==> src/rtl/sensor_port_regs.vh <==
`ifndef SENSOR_PORT_REGS_VH
`define SENSOR_PORT_REGS_VH
// ****************************************
// bus address and register map
// ****************************************
`define SLAVE_ADDR 7'h40
`define OFS_STATUS 8'h00
`define OFS_RES_HI 8'h01
`define OFS_RES_LO 8'h02
`define OFS_CONTROL 8'h03
`define OFS_PART 8'h11
`define FW_CMD_FIRST 8'h84
`define FW_CMD_SECOND 8'hb8
// ****************************************
// reset values and field positions
// ****************************************
`define STATUS_RESET 8'h01
`define CONTROL_RESET 8'h00
`define CTL_START 0
`define CTL_WARM 1
`define CTL_TEMP 4
`define CTL_FAST 5
`define CTL_WMASK 8'h33
// ****************************************
// conversion timing
// ****************************************
`define CLOCK_HZ 40000000
`define CONV_NORMAL_US 5800
`define CONV_FAST_US 2600
`define CONV_NORMAL_CYC (`CONV_NORMAL_US * (`CLOCK_HZ / 1000000))
`define CONV_FAST_CYC (`CONV_FAST_US * (`CLOCK_HZ / 1000000))
`endif

==> src/rtl/sensor_i2c_register_port.v <==
// Notes on behaviour
// transactions start with start condition, address 0x40; only that address answers
// device acks address and every received byte in ninth clock
// reads need a pointer write, then repeated start with read bit
// single register read ends with master not-ack and stop
// after master ack of first result byte, device sends second byte
// master ends two-byte result read with not-ack and stop
// firmware revision read uses command bytes 0x84 then 0xb8
// firmware revision byte: major in bits 7:4, minor in 3:0
// master writes only defined register addresses
// reserved bits written zero; read value undefined (here zero)
// status bit 0 is 1 while converting, 0 when done; resets 1
// result high and low bytes hold latest result; reset zero
// control bit 5 picks fast or normal conversion time
// control bit 4 picks temperature over humidity
// control bit 0 starts conversion, bit 1 turns warming element on
// part code register at 0x11 read as single register
// master writes 0x01 or 0x11 to control to start conversions
// data byte after pointer is stored into the pointed register; here only the control register at 0x03 stores it, other writes are dropped
// master polls ready flag low before reading results
// chip select high keeps port idle and ignores bus traffic
// pointer advances after each sent byte
`timescale 1ns/1ps
`default_nettype none
`include "sensor_port_regs.vh"
module sensor_i2c_register_port #(
  parameter NORMAL_CYCLES = `CONV_NORMAL_CYC,
  parameter FAST_CYCLES = `CONV_FAST_CYC,
  parameter [7:0] PART_CODE = 8'ha0, // arbitrary value
  parameter [3:0] FW_MAJOR = 4'h3, // arbitrary value
  parameter [3:0] FW_MINOR = 4'h1 // arbitrary value
) (
  // clock and reset
  input wire clock,
  input wire nrst,
  // serial pins
  input wire scl_in,
  input wire sda_in,
  output wire sda_out,
  output wire sda_oe,
  input wire chip_select_low,
  // measurement side
  input wire [15:0] sample_value,
  output wire warming_element_on,
  output wire measure_temp,
  output wire converting
);
  // ****************************************
  // pin synchronisers
  // ****************************************
  reg [1:0] scl_sync_reg, sda_sync_reg, cs_sync_reg;
  reg scl_last_reg, sda_last_reg;
  // two flops each; only the second stage is read
  always @(posedge clock or negedge nrst) begin
    if (!nrst) begin
      scl_sync_reg <= 2'h3;
      sda_sync_reg <= 2'h3;
      cs_sync_reg <= 2'h3;
      scl_last_reg <= 1'b1;
      sda_last_reg <= 1'b1;
    end else begin
      scl_sync_reg <= {scl_sync_reg[0], scl_in};
      sda_sync_reg <= {sda_sync_reg[0], sda_in};
      cs_sync_reg <= {cs_sync_reg[0], chip_select_low};
      scl_last_reg <= scl_sync_reg[1];
      sda_last_reg <= sda_sync_reg[1];
    end
  end
  wire scl = scl_sync_reg[1];
  wire sda = sda_sync_reg[1];
  wire deselected = cs_sync_reg[1];
  wire scl_rise = scl & ~scl_last_reg;
  wire scl_fall = ~scl & scl_last_reg;
  wire start_seen = scl & scl_last_reg & sda_last_reg & ~sda;
  wire stop_seen = scl & scl_last_reg & ~sda_last_reg & sda;
  // ****************************************
  // protocol state machine
  // ****************************************
  localparam ST_IDLE = 3'h0;
  localparam ST_ADDR = 3'h1;
  localparam ST_ACK = 3'h2;
  localparam ST_RECV = 3'h3;
  localparam ST_SEND = 3'h4;
  localparam ST_MACK = 3'h5;
  reg [2:0] state_reg;
  reg [2:0] bit_cnt_reg;
  reg [7:0] shift_reg;
  reg [7:0] pointer_reg;
  reg [1:0] wbyte_reg; // bytes received since address
  reg reading_reg, fw_armed_reg, fw_sel_reg, drive_low_reg;
  reg [7:0] control_reg;
  reg [7:0] res_hi_reg, res_lo_reg;
  reg busy_reg, ack_pend_reg;
  reg [23:0] conv_cnt_reg;
  reg start_pulse_reg;
  // read data mux; reserved bits read zero
  reg [7:0] rd_data;
  always @* begin
    rd_data = 8'h00;
    if (fw_sel_reg) begin
      rd_data = {FW_MAJOR, FW_MINOR};
    end else begin
      case (pointer_reg)
        `OFS_STATUS: rd_data = {7'h00, busy_reg};
        `OFS_RES_HI: rd_data = res_hi_reg;
        `OFS_RES_LO: rd_data = res_lo_reg;
        `OFS_CONTROL: rd_data = control_reg & `CTL_WMASK;
        `OFS_PART: rd_data = PART_CODE;
        default: rd_data = 8'h00;
      endcase
    end
  end
  // bus engine: acts on scl edges, reset by start/stop or deselect
  always @(posedge clock or negedge nrst) begin
    if (!nrst) begin
      state_reg <= ST_IDLE;
      bit_cnt_reg <= 3'h0;
      shift_reg <= 8'h00;
      pointer_reg <= 8'h00;
      wbyte_reg <= 2'h0;
      reading_reg <= 1'b0;
      fw_armed_reg <= 1'b0;
      fw_sel_reg <= 1'b0;
      drive_low_reg <= 1'b0;
      control_reg <= `CONTROL_RESET;
      start_pulse_reg <= 1'b0;
      ack_pend_reg <= 1'b0;
    end else begin
      start_pulse_reg <= 1'b0;
      if (deselected) begin
        state_reg <= ST_IDLE;
        drive_low_reg <= 1'b0;
      end else if (start_seen) begin
        state_reg <= ST_ADDR;
        bit_cnt_reg <= 3'h0;
        wbyte_reg <= 2'h0;
        drive_low_reg <= 1'b0;
      end else if (stop_seen) begin
        state_reg <= ST_IDLE;
        drive_low_reg <= 1'b0;
        fw_armed_reg <= 1'b0;
      end else begin
        case (state_reg)
          ST_ADDR, ST_RECV: begin
            if (scl_rise) begin
              shift_reg <= {shift_reg[6:0], sda};
              bit_cnt_reg <= bit_cnt_reg + 3'h1;
              ack_pend_reg <= (bit_cnt_reg == 3'h7);
            end else if (scl_fall && ack_pend_reg) begin
              ack_pend_reg <= 1'b0;
              if (state_reg == ST_ADDR) begin
                if (shift_reg[7:1] == `SLAVE_ADDR) begin
                  reading_reg <= shift_reg[0];
                  fw_sel_reg <= shift_reg[0] & fw_armed_reg;
                  drive_low_reg <= 1'b1;
                  state_reg <= ST_ACK;
                end else begin
                  state_reg <= ST_IDLE;
                end
              end else begin
                drive_low_reg <= 1'b1;
                state_reg <= ST_ACK;
                if (wbyte_reg == 2'h0) begin
                  pointer_reg <= shift_reg;
                  fw_armed_reg <= (shift_reg == `FW_CMD_FIRST);
                end else if (fw_armed_reg && wbyte_reg == 2'h1 &&
                             shift_reg == `FW_CMD_SECOND) begin
                  fw_armed_reg <= 1'b1;
                end else begin
                  fw_armed_reg <= 1'b0;
                  if (pointer_reg == `OFS_CONTROL) begin
                    control_reg <= shift_reg & `CTL_WMASK;
                    start_pulse_reg <= shift_reg[`CTL_START];
                  end
                end
                if (wbyte_reg != 2'h3) begin
                  wbyte_reg <= wbyte_reg + 2'h1;
                end
              end
            end
          end
          ST_ACK: begin
            // release ack at end of ninth clock, then load next byte
            if (scl_fall) begin
              bit_cnt_reg <= 3'h0;
              if (reading_reg) begin
                shift_reg <= rd_data;
                drive_low_reg <= ~rd_data[7];
                state_reg <= ST_SEND;
              end else begin
                drive_low_reg <= 1'b0;
                state_reg <= ST_RECV;
              end
            end
          end
          ST_SEND: begin
            if (scl_fall) begin
              bit_cnt_reg <= bit_cnt_reg + 3'h1;
              if (bit_cnt_reg == 3'h7) begin
                drive_low_reg <= 1'b0;
                pointer_reg <= pointer_reg + 8'h01;
                state_reg <= ST_MACK;
              end else begin
                shift_reg <= {shift_reg[6:0], 1'b0};
                drive_low_reg <= ~shift_reg[6];
              end
            end
          end
          ST_MACK: begin
            // master ack continues the read, not-ack ends it
            if (scl_rise) begin
              state_reg <= sda ? ST_IDLE : ST_ACK;
              fw_sel_reg <= 1'b0;
            end
          end
          default: state_reg <= ST_IDLE;
        endcase
      end
    end
  end
  assign sda_out = 1'b0;
  assign sda_oe = drive_low_reg & ~deselected;
  // ****************************************
  // conversion timer
  // ****************************************
  // a new start restarts the timer; results latched at completion
  always @(posedge clock or negedge nrst) begin
    if (!nrst) begin
      busy_reg <= 1'b1;
      conv_cnt_reg <= 24'h000000;
      res_hi_reg <= 8'h00;
      res_lo_reg <= 8'h00;
    end else if (start_pulse_reg) begin
      busy_reg <= 1'b1;
      conv_cnt_reg <= control_reg[`CTL_FAST] ? FAST_CYCLES[23:0] :
                      NORMAL_CYCLES[23:0];
    end else if (busy_reg && conv_cnt_reg != 24'h000000) begin
      conv_cnt_reg <= conv_cnt_reg - 24'h000001;
      if (conv_cnt_reg == 24'h000001) begin
        busy_reg <= 1'b0;
        res_hi_reg <= sample_value[15:8];
        res_lo_reg <= sample_value[7:0];
      end
    end
  end
  assign converting = busy_reg;
  assign measure_temp = control_reg[`CTL_TEMP];
  assign warming_element_on = control_reg[`CTL_WARM];
endmodule
`default_nettype wire

==> config.mk <==
export PLATFORM = sky130hd
export DESIGN_NAME = sensor_i2c_register_port
export DESIGN_NICKNAME = d
export VERILOG_FILES = /design/src/rtl/sensor_i2c_register_port.v
export VERILOG_INCLUDE_DIRS = /design/src /design/src/rtl
export SDC_FILE = /design/constraint.sdc
export NUM_CORES = 1
export LEC_CHECK = 0
export BUFFER_PORTS_ARGS = -buffer_cell sky130_fd_sc_hd__buf_2
export CAP_MARGIN = 25
export CORE_UTILIZATION = 25
export CTS_BUF_LIST = sky130_fd_sc_hd__clkbuf_16
export DETAILED_ROUTE_END_ITERATION = 8
export GPL_TIMING_DRIVEN = 0
export PLACE_DENSITY = 0.48
export SLEW_MARGIN = 25
export SYNTH_ARGS = -nofsm -noshare
export SYNTH_HDL_FRONTEND = slang
export SYNTH_SLANG_ARGS = --single-unit
==> constraint.sdc <==
create_clock -name clock -period 5.4 [get_ports clock]
set_input_delay 0.81 -clock clock [delete_from_list [all_inputs] [get_ports clock]]
set_output_delay 0.81 -clock clock [all_outputs]
set_load 0.05 [all_outputs]
==> results of run 1 <==
-- worst min-delay path by stage --
stage / to / slack (ns) / depth (start not counted)
3_3_place_gp: scl_sync_reg[1] / 0.35 / 0
4_1_cts: conv_cnt_reg[19] / 0.32 / 1
5_1_grt: conv_cnt_reg[20] / 0.33 / 1
3_5_place_dp: cs_sync_reg[1] / 0.35 / 0
6_report: conv_cnt_reg[19] / 0.32 / 1
2_1_floorplan: cs_sync_reg[1] / 0.35 / 0
-- synth_stat cells (2+ instances only) --
cell type,number
a32oi_1,2
inv_1,14
o21ai_1,4
a211oi_1,3
nand3_1,14
nand3b_1,3
or3_1,10
nand2_1,37
nand4_1,3
ha_1,11
dfstp_2,9
a222oi_1,2
clkbuf_1,14
or4_1,7
o22a_1,4
o21ai_0,25
dfrtp_1,74
nor4_1,8
nand4b_1,3
mux2i_1,8
and4b_1,3
a22o_1,2
a21oi_1,27
xor2_1,8
o21a_1,2
a22oi_1,7
and4_1,2
buf_6,4
o31ai_1,7
nand2b_1,3
a31oi_1,4
nor3_1,18
nor2b_1,5
a21o_1,2
nor4b_1,2
nor2_1,37
and2_1,4
mux2_2,30
nor3b_1,4
buf_2,6
o31a_1,6
and3_1,3
o211ai_1,3
-- power by group through the flow --
stage	combinational, mW	sequential (mW)	clock [mW]
2_1_floorplan	0.0775	0.675	0
3_3_place_gp	0.117	0.679	0
3_5_place_dp	0.125	0.680	0
4_1_cts	0.126	0.668	0.650
5_1_grt	0.139	0.672	0.674
6_report	0.122	0.668	0.627
-- routing by layer --
metal	share of wire (%)	vias up
met4	1.8	0
li1	-	1777
met5	0	-
met1	46	1855
met2	49	52
met3	2.9	12
-- critical path: cells and delay by family, from the launching register on --
family	cells	cell delay, ns
adder cells (fa/ha/maj)	1	0.23
AND/OR/NAND/NOR	3	0.85
buffers and inverters	2	0.46
flip-flops	1	0.43
AO/OA/AOI/OAI	2	0.88
-- layout make-up --
cell class	count	area, sq um
fillers	1938	12680
multi-input cells	344	2322
flip-flops and latches	83	2088
clock inverters	7	77.57
clock buffers	9	225.2
repair buffers	25	153.9
plain buffers	26	138.9
well taps	229	286.5
inverters	14	52.55
-- through the flow --
step                utilization [%]  cells  power, mW  setup WS (ns)
floorplan                         -    467     0.7524          3.210
global placement              27.79    720     0.7956          2.412
detailed placement            27.97    721     0.8049          2.385
CTS                           29.65    737      1.444          2.378
global route                  29.65    737      1.486          2.118
finish                        29.65    737      1.418          2.436
-- kinds of logic (layout without fill, tap and decap cells) --
kind of cell / count (synthesis) / in the layout
flip-flops: 83 / 83
AO/OA/AOI/OAI: 109 / 109
AND/OR/NAND/NOR: 176 / 176
multiplexers: 38 / 38
XOR/XNOR: 9 / 9
other: 1 / 1
adder cells (fa/ha/maj): 11 / 11
buffers and inverters: 40 / 81
==> summary.md, run 1 <==
| Metric | Value |
|---|---|
| Status | `completed` |
| Syn_area_per_cell | `9.854 sq um` |
| Top Usage Layer GRT | `met2` |
| Number of global-route vias before repair | `3,776` |
| Largest net degree at the start of global routing | `58` |
| Clock transition at path regs | `0.06 ns` |
| Final instance area | `5345 sq um` |
| Critical path's slowest cell | `o21ai_1` |
| Comb pwr share | `8.6%` |
| WL/cell | `15.60 um` |
| HPWL after DPL | `8364 um` |
| Largest family of logic cells by synthesized area | `simple AND/OR/NAND/NOR gates` |
| XOR/XNOR Fraction of Synth Area | `1.713%` |
| RSZ-0062 raised after global routing | `false` |
| CP Class | `flop to flop` |
| Cells on worst reg2reg path | `8` |
| # diodes | `0` |
| Fmax achieved | `337.4 MHz` |
| CTS tree | `yes` |
| Critical Path RT | `5.63 ns` |
| Die Height | `137.7 um` |
| Crit-path cells | `inv_1 > ha_1 > nor4b_1 > nand4_1 > o21ai_1 > buf_2 > nor4_1 > o31a_1` |
| Syn Inst Count | `467` |
| Post-Synth Adder-Cell Area | `2.991%` |
| CTS Buffer Depth | `2` |
| Setup violations, final | `0` |
| DRC | `0` |
| Clock power share | `44.2%` |
| Layout cells sized above 1 | `19.69%` |
| Skew final | `0.007747 ns` |
| Worst r2r src | `conv_cnt_reg[0]` |
| Nets | `535` |
| Setup TNS | `0 ns` |
| Hold Buf Count CTS | `0` |
| Worst-skew pair later-pin latency | `0.35 ns` |
| Worst IR Drop VDD | `145.7 uV` |
| Most frequent cells in the layout | `74 x dfrtp_1, 37 x nor2_1, 37 x nand2_1` |
| Min-Delay Path Class | `primary input to async pin` |
| Share of the yosys chip area belonging to registers | `45.38%` |
| Final worst-path cycle share | `54.89%` |
| Leakage power | `2.388 nW` |
| First-pass GRT wire length | `19,490 um` |
| Synth area leader | `dfrtp_1` |
| Yosys warning count | `0` |
| Die X | `137.7 um` |
| Synth top area share | `40.24%` |
| Commonest non-fill, non-tap cell in the layout | `dfrtp_1` |
| Setup crit end kind | `flop` |
| Synth Area in Simple Gates | `20.69%` |
| EDFF count, synth | `0` |
| Slew @ Worst Pin | `0.6497 ns` |
| Top_reg_cell synth | `dfrtp_1` |
| Internal | `1.063 mW` |
| Max-Cap Viols | `0` |
| Root Buffer | `clkbuf_16` |
| Gates resized, CTS repair | `0` |
| Grt ovf | `0` |
| Cell Rows | `49` |
| Syn Nets | `499` |
| Syn-to-layout area delta | `16.15%` |
| Initial Util | `25.53%` |
| Complex-gate fraction of the synthesized area | `15.91%` |
| Cell Area, Synth | `4602 sq um` |
| FF-to-FF setup slack | `2.44 ns` |
| Global Route met1 Usage | `16.48%` |
| Clock Sinks | `83` |
| CTS H-tree lvls | `3` |
| Async SR Flop Fraction | `100.0%` |
| Die ar. | `18,950 sq um` |
| Worst path arrival time | `3.20 ns` |
| TritonCTS buffer count | `9` |
| Switching power | `0.3549 mW` |
| Mux share of post-synthesis cell area | `9.081%` |
| Initial antenna violation count | `0` |
| Drt via density | `5.015` |
| Relative slew slack | `56.40%` |
| Total GRT Usage | `13.35%` |
| Routed WL | `11,500 um` |
| Final ANT Viol Nets | `0` |
| Met3 usage | `3.091%` |
| Crit path time final | `2.964 ns` |
| Crit-path max FO | `10` |
| Routability Congestion | `0.8332` |
| Max reg flops | `24` |
| Sw Share | `25.03%` |
| Hold slack | `0.3237 ns` |
| Worst setup path start | `conv_cnt_reg[0]` |
| Fin. Hold Viols | `0` |
| Drt initial violations | `257` |
| I/O pin cnt | `26` |
| Pwr dens | `265.2 nW/um^2` |
| Max Slew Vio Count | `0` |
| Reg-to-reg critical path endpoint | `conv_cnt_reg[11]` |
| Synth cell types | `66` |
| CP Launch Type | `flop` |
| Core area | `18,020 sq um` |
| Synthesis-stage register bit count | `83` |
| Via count | `3,696` |
| Top cells by area, synth | `dfrtp_1 40%, mux2_2 7.3%, dfstp_2 5.1%` |
| Crit-path max cell delay | `0.61 ns` |
| Met2 Track Usage GR | `22.56%` |
| Drt pass-1 iters | `5` |
| Seq pwr share | `47.1%` |
| Post-CTS setup buffers | `0` |
| Crit path to | `conv_cnt_reg[11]` |
| Post-DP Area | `5042 sq um` |
| IO buf count | `24` |
Power figures use the tool's default switching activity.
==> inputs of run 2 (changes only) <==
- PLACE_DENSITY: 0.48 -> 0.5
- clock period: 5.4 -> 2.5 ns (I/O delays scaled with it)
==> summary.md, run 2 (same netlist as run 1, synthesis figures left out) <==
| Metric | Value |
|---|---|
| DP Worst Slack | `-0.4463 ns` |
| Crit-path max cell delay | `0.42 ns` |
| PnR worst setup slack | `0.1142 ns` |
| CTS Buffer Depth | `2` |
| Max Slew Vio Count | `0` |
| Crit path time final | `2.386 ns` |
| Final worst-path cycle share | `95.43%` |
| Via count | `3,662` |
| Hold slack | `0.1361 ns` |
| RSZ-0062 raised after global routing | `false` |
| Critical Path RT | `2.73 ns` |
| Hold path startpoint | `sda_in` |
| Setup crit end kind | `flop` |
| CP Class | `flop to flop` |
| Routability Congestion | `0.8478` |
| Pwr dens | `542.6 nW/um^2` |
| Syn-to-layout area delta | `16.53%` |
| DP Cell Count | `721` |
| Worst-skew pair later-pin latency | `0.34 ns` |
| Commonest non-fill, non-tap cell in the layout | `dfrtp_1` |
| Min-Delay Path Class | `primary input to flop` |
| Worst IR Drop VDD | `293.9 uV` |
| Worst setup path start | `conv_cnt_reg[1]` |
| Skew final | `0.01445 ns` |
| I/O pin cnt | `26` |
| Root Buffer | `clkbuf_16` |
| CTS tree | `yes` |
| Nets | `539` |
| HPWL after DPL | `7908 um` |
| Die X | `137.7 um` |
| Clock transition at path regs | `0.07 ns` |
| Most frequent cells in the layout | `74 x dfrtp_1, 37 x nor2_1, 37 x nand2_1` |
| Critical path's slowest cell | `dfrtp_1` |
| Number of global-route vias before repair | `3,658` |
| Status | `completed` |
| IO buf count | `24` |
| CP Launch Type | `flop` |
| Crit-path cells | `inv_1 > ha_1 > nor4b_2 > nand4_1 > o21ai_4 > clkbuf_4 > nor4_1 > o31a_1` |
| Max-Cap Viols | `0` |
| Drt pass-1 iters | `4` |
| Clock Sinks | `83` |
| Cells on worst reg2reg path | `8` |
| Fin. Hold Viols | `0` |
| Slew @ Worst Pin | `0.5764 ns` |
| Initial Util | `25.53%` |
| Grt ovf | `0` |
| Die Height | `137.7 um` |
| TritonCTS buffer count | `9` |
| Initial antenna violation count | `0` |
| Routed WL | `11,250 um` |
| Total GRT Usage | `12.73%` |
| First-pass GRT wire length | `18,560 um` |
| Largest net degree at the start of global routing | `73` |
| Leakage power | `2.411 nW` |
| Drt initial violations | `230` |
| Worst path arrival time | `2.62 ns` |
| Cell Rows | `49` |
| Core area | `18,020 sq um` |
| DRC | `0` |
| Fmax achieved | `419.2 MHz` |
| Layout cells sized above 1 | `20.55%` |
| Fillers | `1,908` |
| Worst r2r src | `conv_cnt_reg[1]` |
| Min-Delay Path Depth | `1` |
| Final ANT Viol Nets | `0` |
| WL/cell | `15.20 um` |
| Setup violations, final | `0` |
| Relative slew slack | `61.57%` |
| CTS H-tree lvls | `3` |
| Crit-path max FO | `10` |
| Die ar. | `18,950 sq um` |
| Max reg flops | `24` |
| # diodes | `0` |
| Drt via density | `4.949` |
| Post-Layout Cell Count | `740` |
run 2: final cells by class:
type	count	area, sq um	share of cell area, %
repair buffers	29	186.4	3.476
multi-input cells	344	2349	43.79
clock inverters	6	33.78	0.6300
plain buffers	26	141.4	2.636
flip-flops and latches	83	2088	38.94
inverters	14	52.55	0.9799
well taps	229	286.5	5.343
clock buffers	9	225.2	4.200
run 2: report_power, final:
group	internal (mW)	leakage [nW]	switching, mW
Clock	0.661	0.134	0.546
Sequential	1.40	1.12	0.0438
Combinational	0.111	1.16	0.146
run 2: layer usage:
metal  GRT usage (%)  part of all wire, %  vias up
li1                -                    -     1796
met3           3.017                  2.6       13
met5               0                    0        -
met4           5.067                  1.4        0
met1           16.21                   47     1799
met2           20.63                   49       54
run 2: path summary, 6_finish.rpt:
check,endpoint,slack (ns)
worst max-delay path,conv_cnt_reg[11],0.11
worst min-delay path,sda_sync_reg[0],0.14
worst max register to register,conv_cnt_reg[11],0.11
worst min register to register,cs_sync_reg[1],0.36
max in group asynchronous,sda_last_reg,1.45
min in group asynchronous,conv_cnt_reg[23],0.41
run 2: metrics by stage:
step / TNS, ns / instance area [sq um] / power (mW) / util, %
3_3_place_gp: -3.208 / 5009 / 1.714 / 27.79
4_1_cts: 0 / 5351 / 2.968 / 29.69
5_1_grt: 0 / 5363 / 3.063 / 29.75
2_1_floorplan: 0 / 4602 / 1.625 / -
6_report: 0 / 5363 / 2.910 / 29.75
3_5_place_dp: -3.284 / 5042 / 1.732 / 27.97
run 2: worst max-delay path: cells and delay by family, from the launching register on:
family | cells | cell delay, ns
AO/OA/AOI/OAI | 2 | 0.58
adder cells (fa/ha/maj) | 1 | 0.24
buffers and inverters | 2 | 0.39
flip-flops | 1 | 0.42
AND/OR/NAND/NOR | 3 | 0.66
run 2: timing repair:
| action | CTS | global route |
|---|---|---|
| hold buffers | 1 | 0 |
| hold endpoints to repair | 11 | 0 |
| buffers inserted | 3 | 0 |
| gates resized for setup | 3 | 3 |
| setup endpoints to repair | 19 | 10 |
| pin swaps | 2 | 1 |
==> inputs of run 3 (changes only) <==
- REMOVE_ABC_BUFFERS: not set -> 1
==> summary.md, run 3 (same netlist as run 1, synthesis figures left out) <==
| Metric | Value |
|---|---|
| DRC | `0` |
| Skew final | `0.005582 ns` |
| CP Class | `flop to flop` |
| IO buf count | `24` |
| Worst-skew pair later-pin latency | `0.35 ns` |
| CTS Buffer Depth | `2` |
| Initial Util | `25.53%` |
| Top Family by Delay on Critical Path | `simple AND/OR/NAND/NOR gates` |
| Critical path's slowest cell | `or4_4` |
| Clock Sinks | `83` |
| Total GRT Usage | `12.50%` |
| Buf/Inv on CP | `0` |
| Drt pass-1 iters | `5` |
| Leakage power | `2.382 nW` |
| Clock transition at path regs | `0.06 ns` |
| Routed WL | `10,780 um` |
| Max-Cap Viols | `0` |
| Pwr dens | `548.3 nW/um^2` |
| Relative slew slack | `46.20%` |
| Crit path time final | `2.344 ns` |
| CP Launch Type | `flop` |
| Number of global-route vias before repair | `3,611` |
| Grt ovf | `0` |
| CTS tree | `yes` |
| Die X | `137.7 um` |
| WL/cell | `14.95 um` |
| Pwr Total | `2.933 mW` |
| Worst IR Drop VDD | `387.5 uV` |
| Max reg flops | `24` |
| Global Route met1 Usage | `16.01%` |
| Root Buffer | `clkbuf_16` |
| DP Worst Slack | `-0.4785 ns` |
| Nets | `519` |
| Worst path arrival time | `2.58 ns` |
| Setup violations, final | `0` |
| Register area | `2088 sq um` |
| PnR worst setup slack | `0.1561 ns` |
| Cell Rows | `49` |
| HPWL after DPL | `7427 um` |
| Fmax achieved | `426.6 MHz` |
| Fin. Hold Viols | `0` |
| TritonCTS buffer count | `9` |
| Met2 Track Usage GR | `20.27%` |
| Core area | `18,020 sq um` |
| Die ar. | `18,950 sq um` |
| Met3 usage | `3.606%` |
| Max Slew Vio Count | `0` |
| Crit-path max cell delay | `0.59 ns` |
| First-pass GRT wire length | `18,220 um` |
| Commonest non-fill, non-tap cell in the layout | `dfrtp_1` |
| Most frequent cells in the layout | `74 x dfrtp_1, 37 x nor2_1, 37 x nand2_1` |
| Syn-to-layout area delta | `16.23%` |
| Layout cells sized above 1 | `22.15%` |
| Setup crit end kind | `flop` |
| # diodes | `0` |
| Drt initial violations | `200` |
| Via count | `3,572` |
| Slew @ Worst Pin | `0.8069 ns` |
| Final worst-path cycle share | `93.76%` |
| Crit-path max FO | `5` |
| Min-Delay Path Class | `primary input to flop` |
| Hold slack | `0.1259 ns` |
| Drt via density | `4.954` |
| CTS H-tree lvls | `3` |
| Die Height | `137.7 um` |
| Routability Congestion | `0.7999` |
| Status | `completed` |
| RSZ-0062 raised after global routing | `false` |
| Fillers | `1,876` |
| Final ANT Viol Nets | `0` |
| Multi-input logic area | `2394 sq um` |
| Top Usage Layer GRT | `met2` |
| I/O pin cnt | `26` |
| Largest net degree at the start of global routing | `47` |
| Critical Path RT | `2.73 ns` |
| Layout Utilization | `29.68%` |
| Crit-path cells | `or4_4 > or3_1 > nor3_1 > o2111a_2 > mux2_2` |
| Initial antenna violation count | `0` |
-- run 3: worst paths after layout --
| check | endpoint | cells after the start | slack [ns] | start |
|---|---|---|---|---|
| setup reg to reg | control_reg[4] | 5 | 0.16 | pointer_reg[5] |
| min in group asynchronous | conv_cnt_reg[4] | 2 | 0.50 | nrst |
| hold reg to reg | sda_sync_reg[1] | 0 | 0.35 | sda_sync_reg[0] |
| max in group asynchronous | sda_sync_reg[0] | 3 | 1.38 | nrst |
| setup / recovery | control_reg[4] | 5 | 0.16 | pointer_reg[5] |
| hold / removal | sda_sync_reg[0] | 1 | 0.13 | sda_in |
-- run 3: what timing repair did --
action | 4_1_cts | 5_1_grt
endpoints found under the hold margin | 36 | 0
gates resized for setup | 6 | 7
setup endpoints to repair | 35 | 36
buffers inserted | 2 | 7
hold buffers | 1 | 0
cloned | 0 | 0
pin swaps | 2 | 2
-- run 3: stage by stage --
step,setup TNS (ns),cells,instance area (sq um)
final,0,721,5349
after global routing,0,721,5349
after CTS,0,714,5250
after detailed placement,-11.08,695,4908
after global placement,-14.28,694,4870
after floorplan,-0.3953,441,4463
-- run 3: power by group --
| group | switching (mW) | internal [mW] |
|---|---|---|
| clock | 0.565 | 0.669 |
| combinational | 0.138 | 0.104 |
| sequential | 0.0537 | 1.40 |
| total | 0.757 | 2.18 |
-- run 3: metal layers --
layer,vias to the layer above,routed length [um]
met5,-,0
met4,0,95
met3,8,294
met2,28,5146
met1,1784,5242
li1,1752,-
-- run 3: layout make-up --
| type | instances | share of cell area, % |
|---|---|---|
| clock buffers | 9 | 4.211 |
| multi-input cells | 344 | 44.75 |
| clock inverters | 7 | 0.8655 |
| well taps | 229 | 5.357 |
| inverters | 14 | 0.9825 |
| repair buffers | 35 | 4.795 |
| flip-flops and latches | 83 | 39.04 |
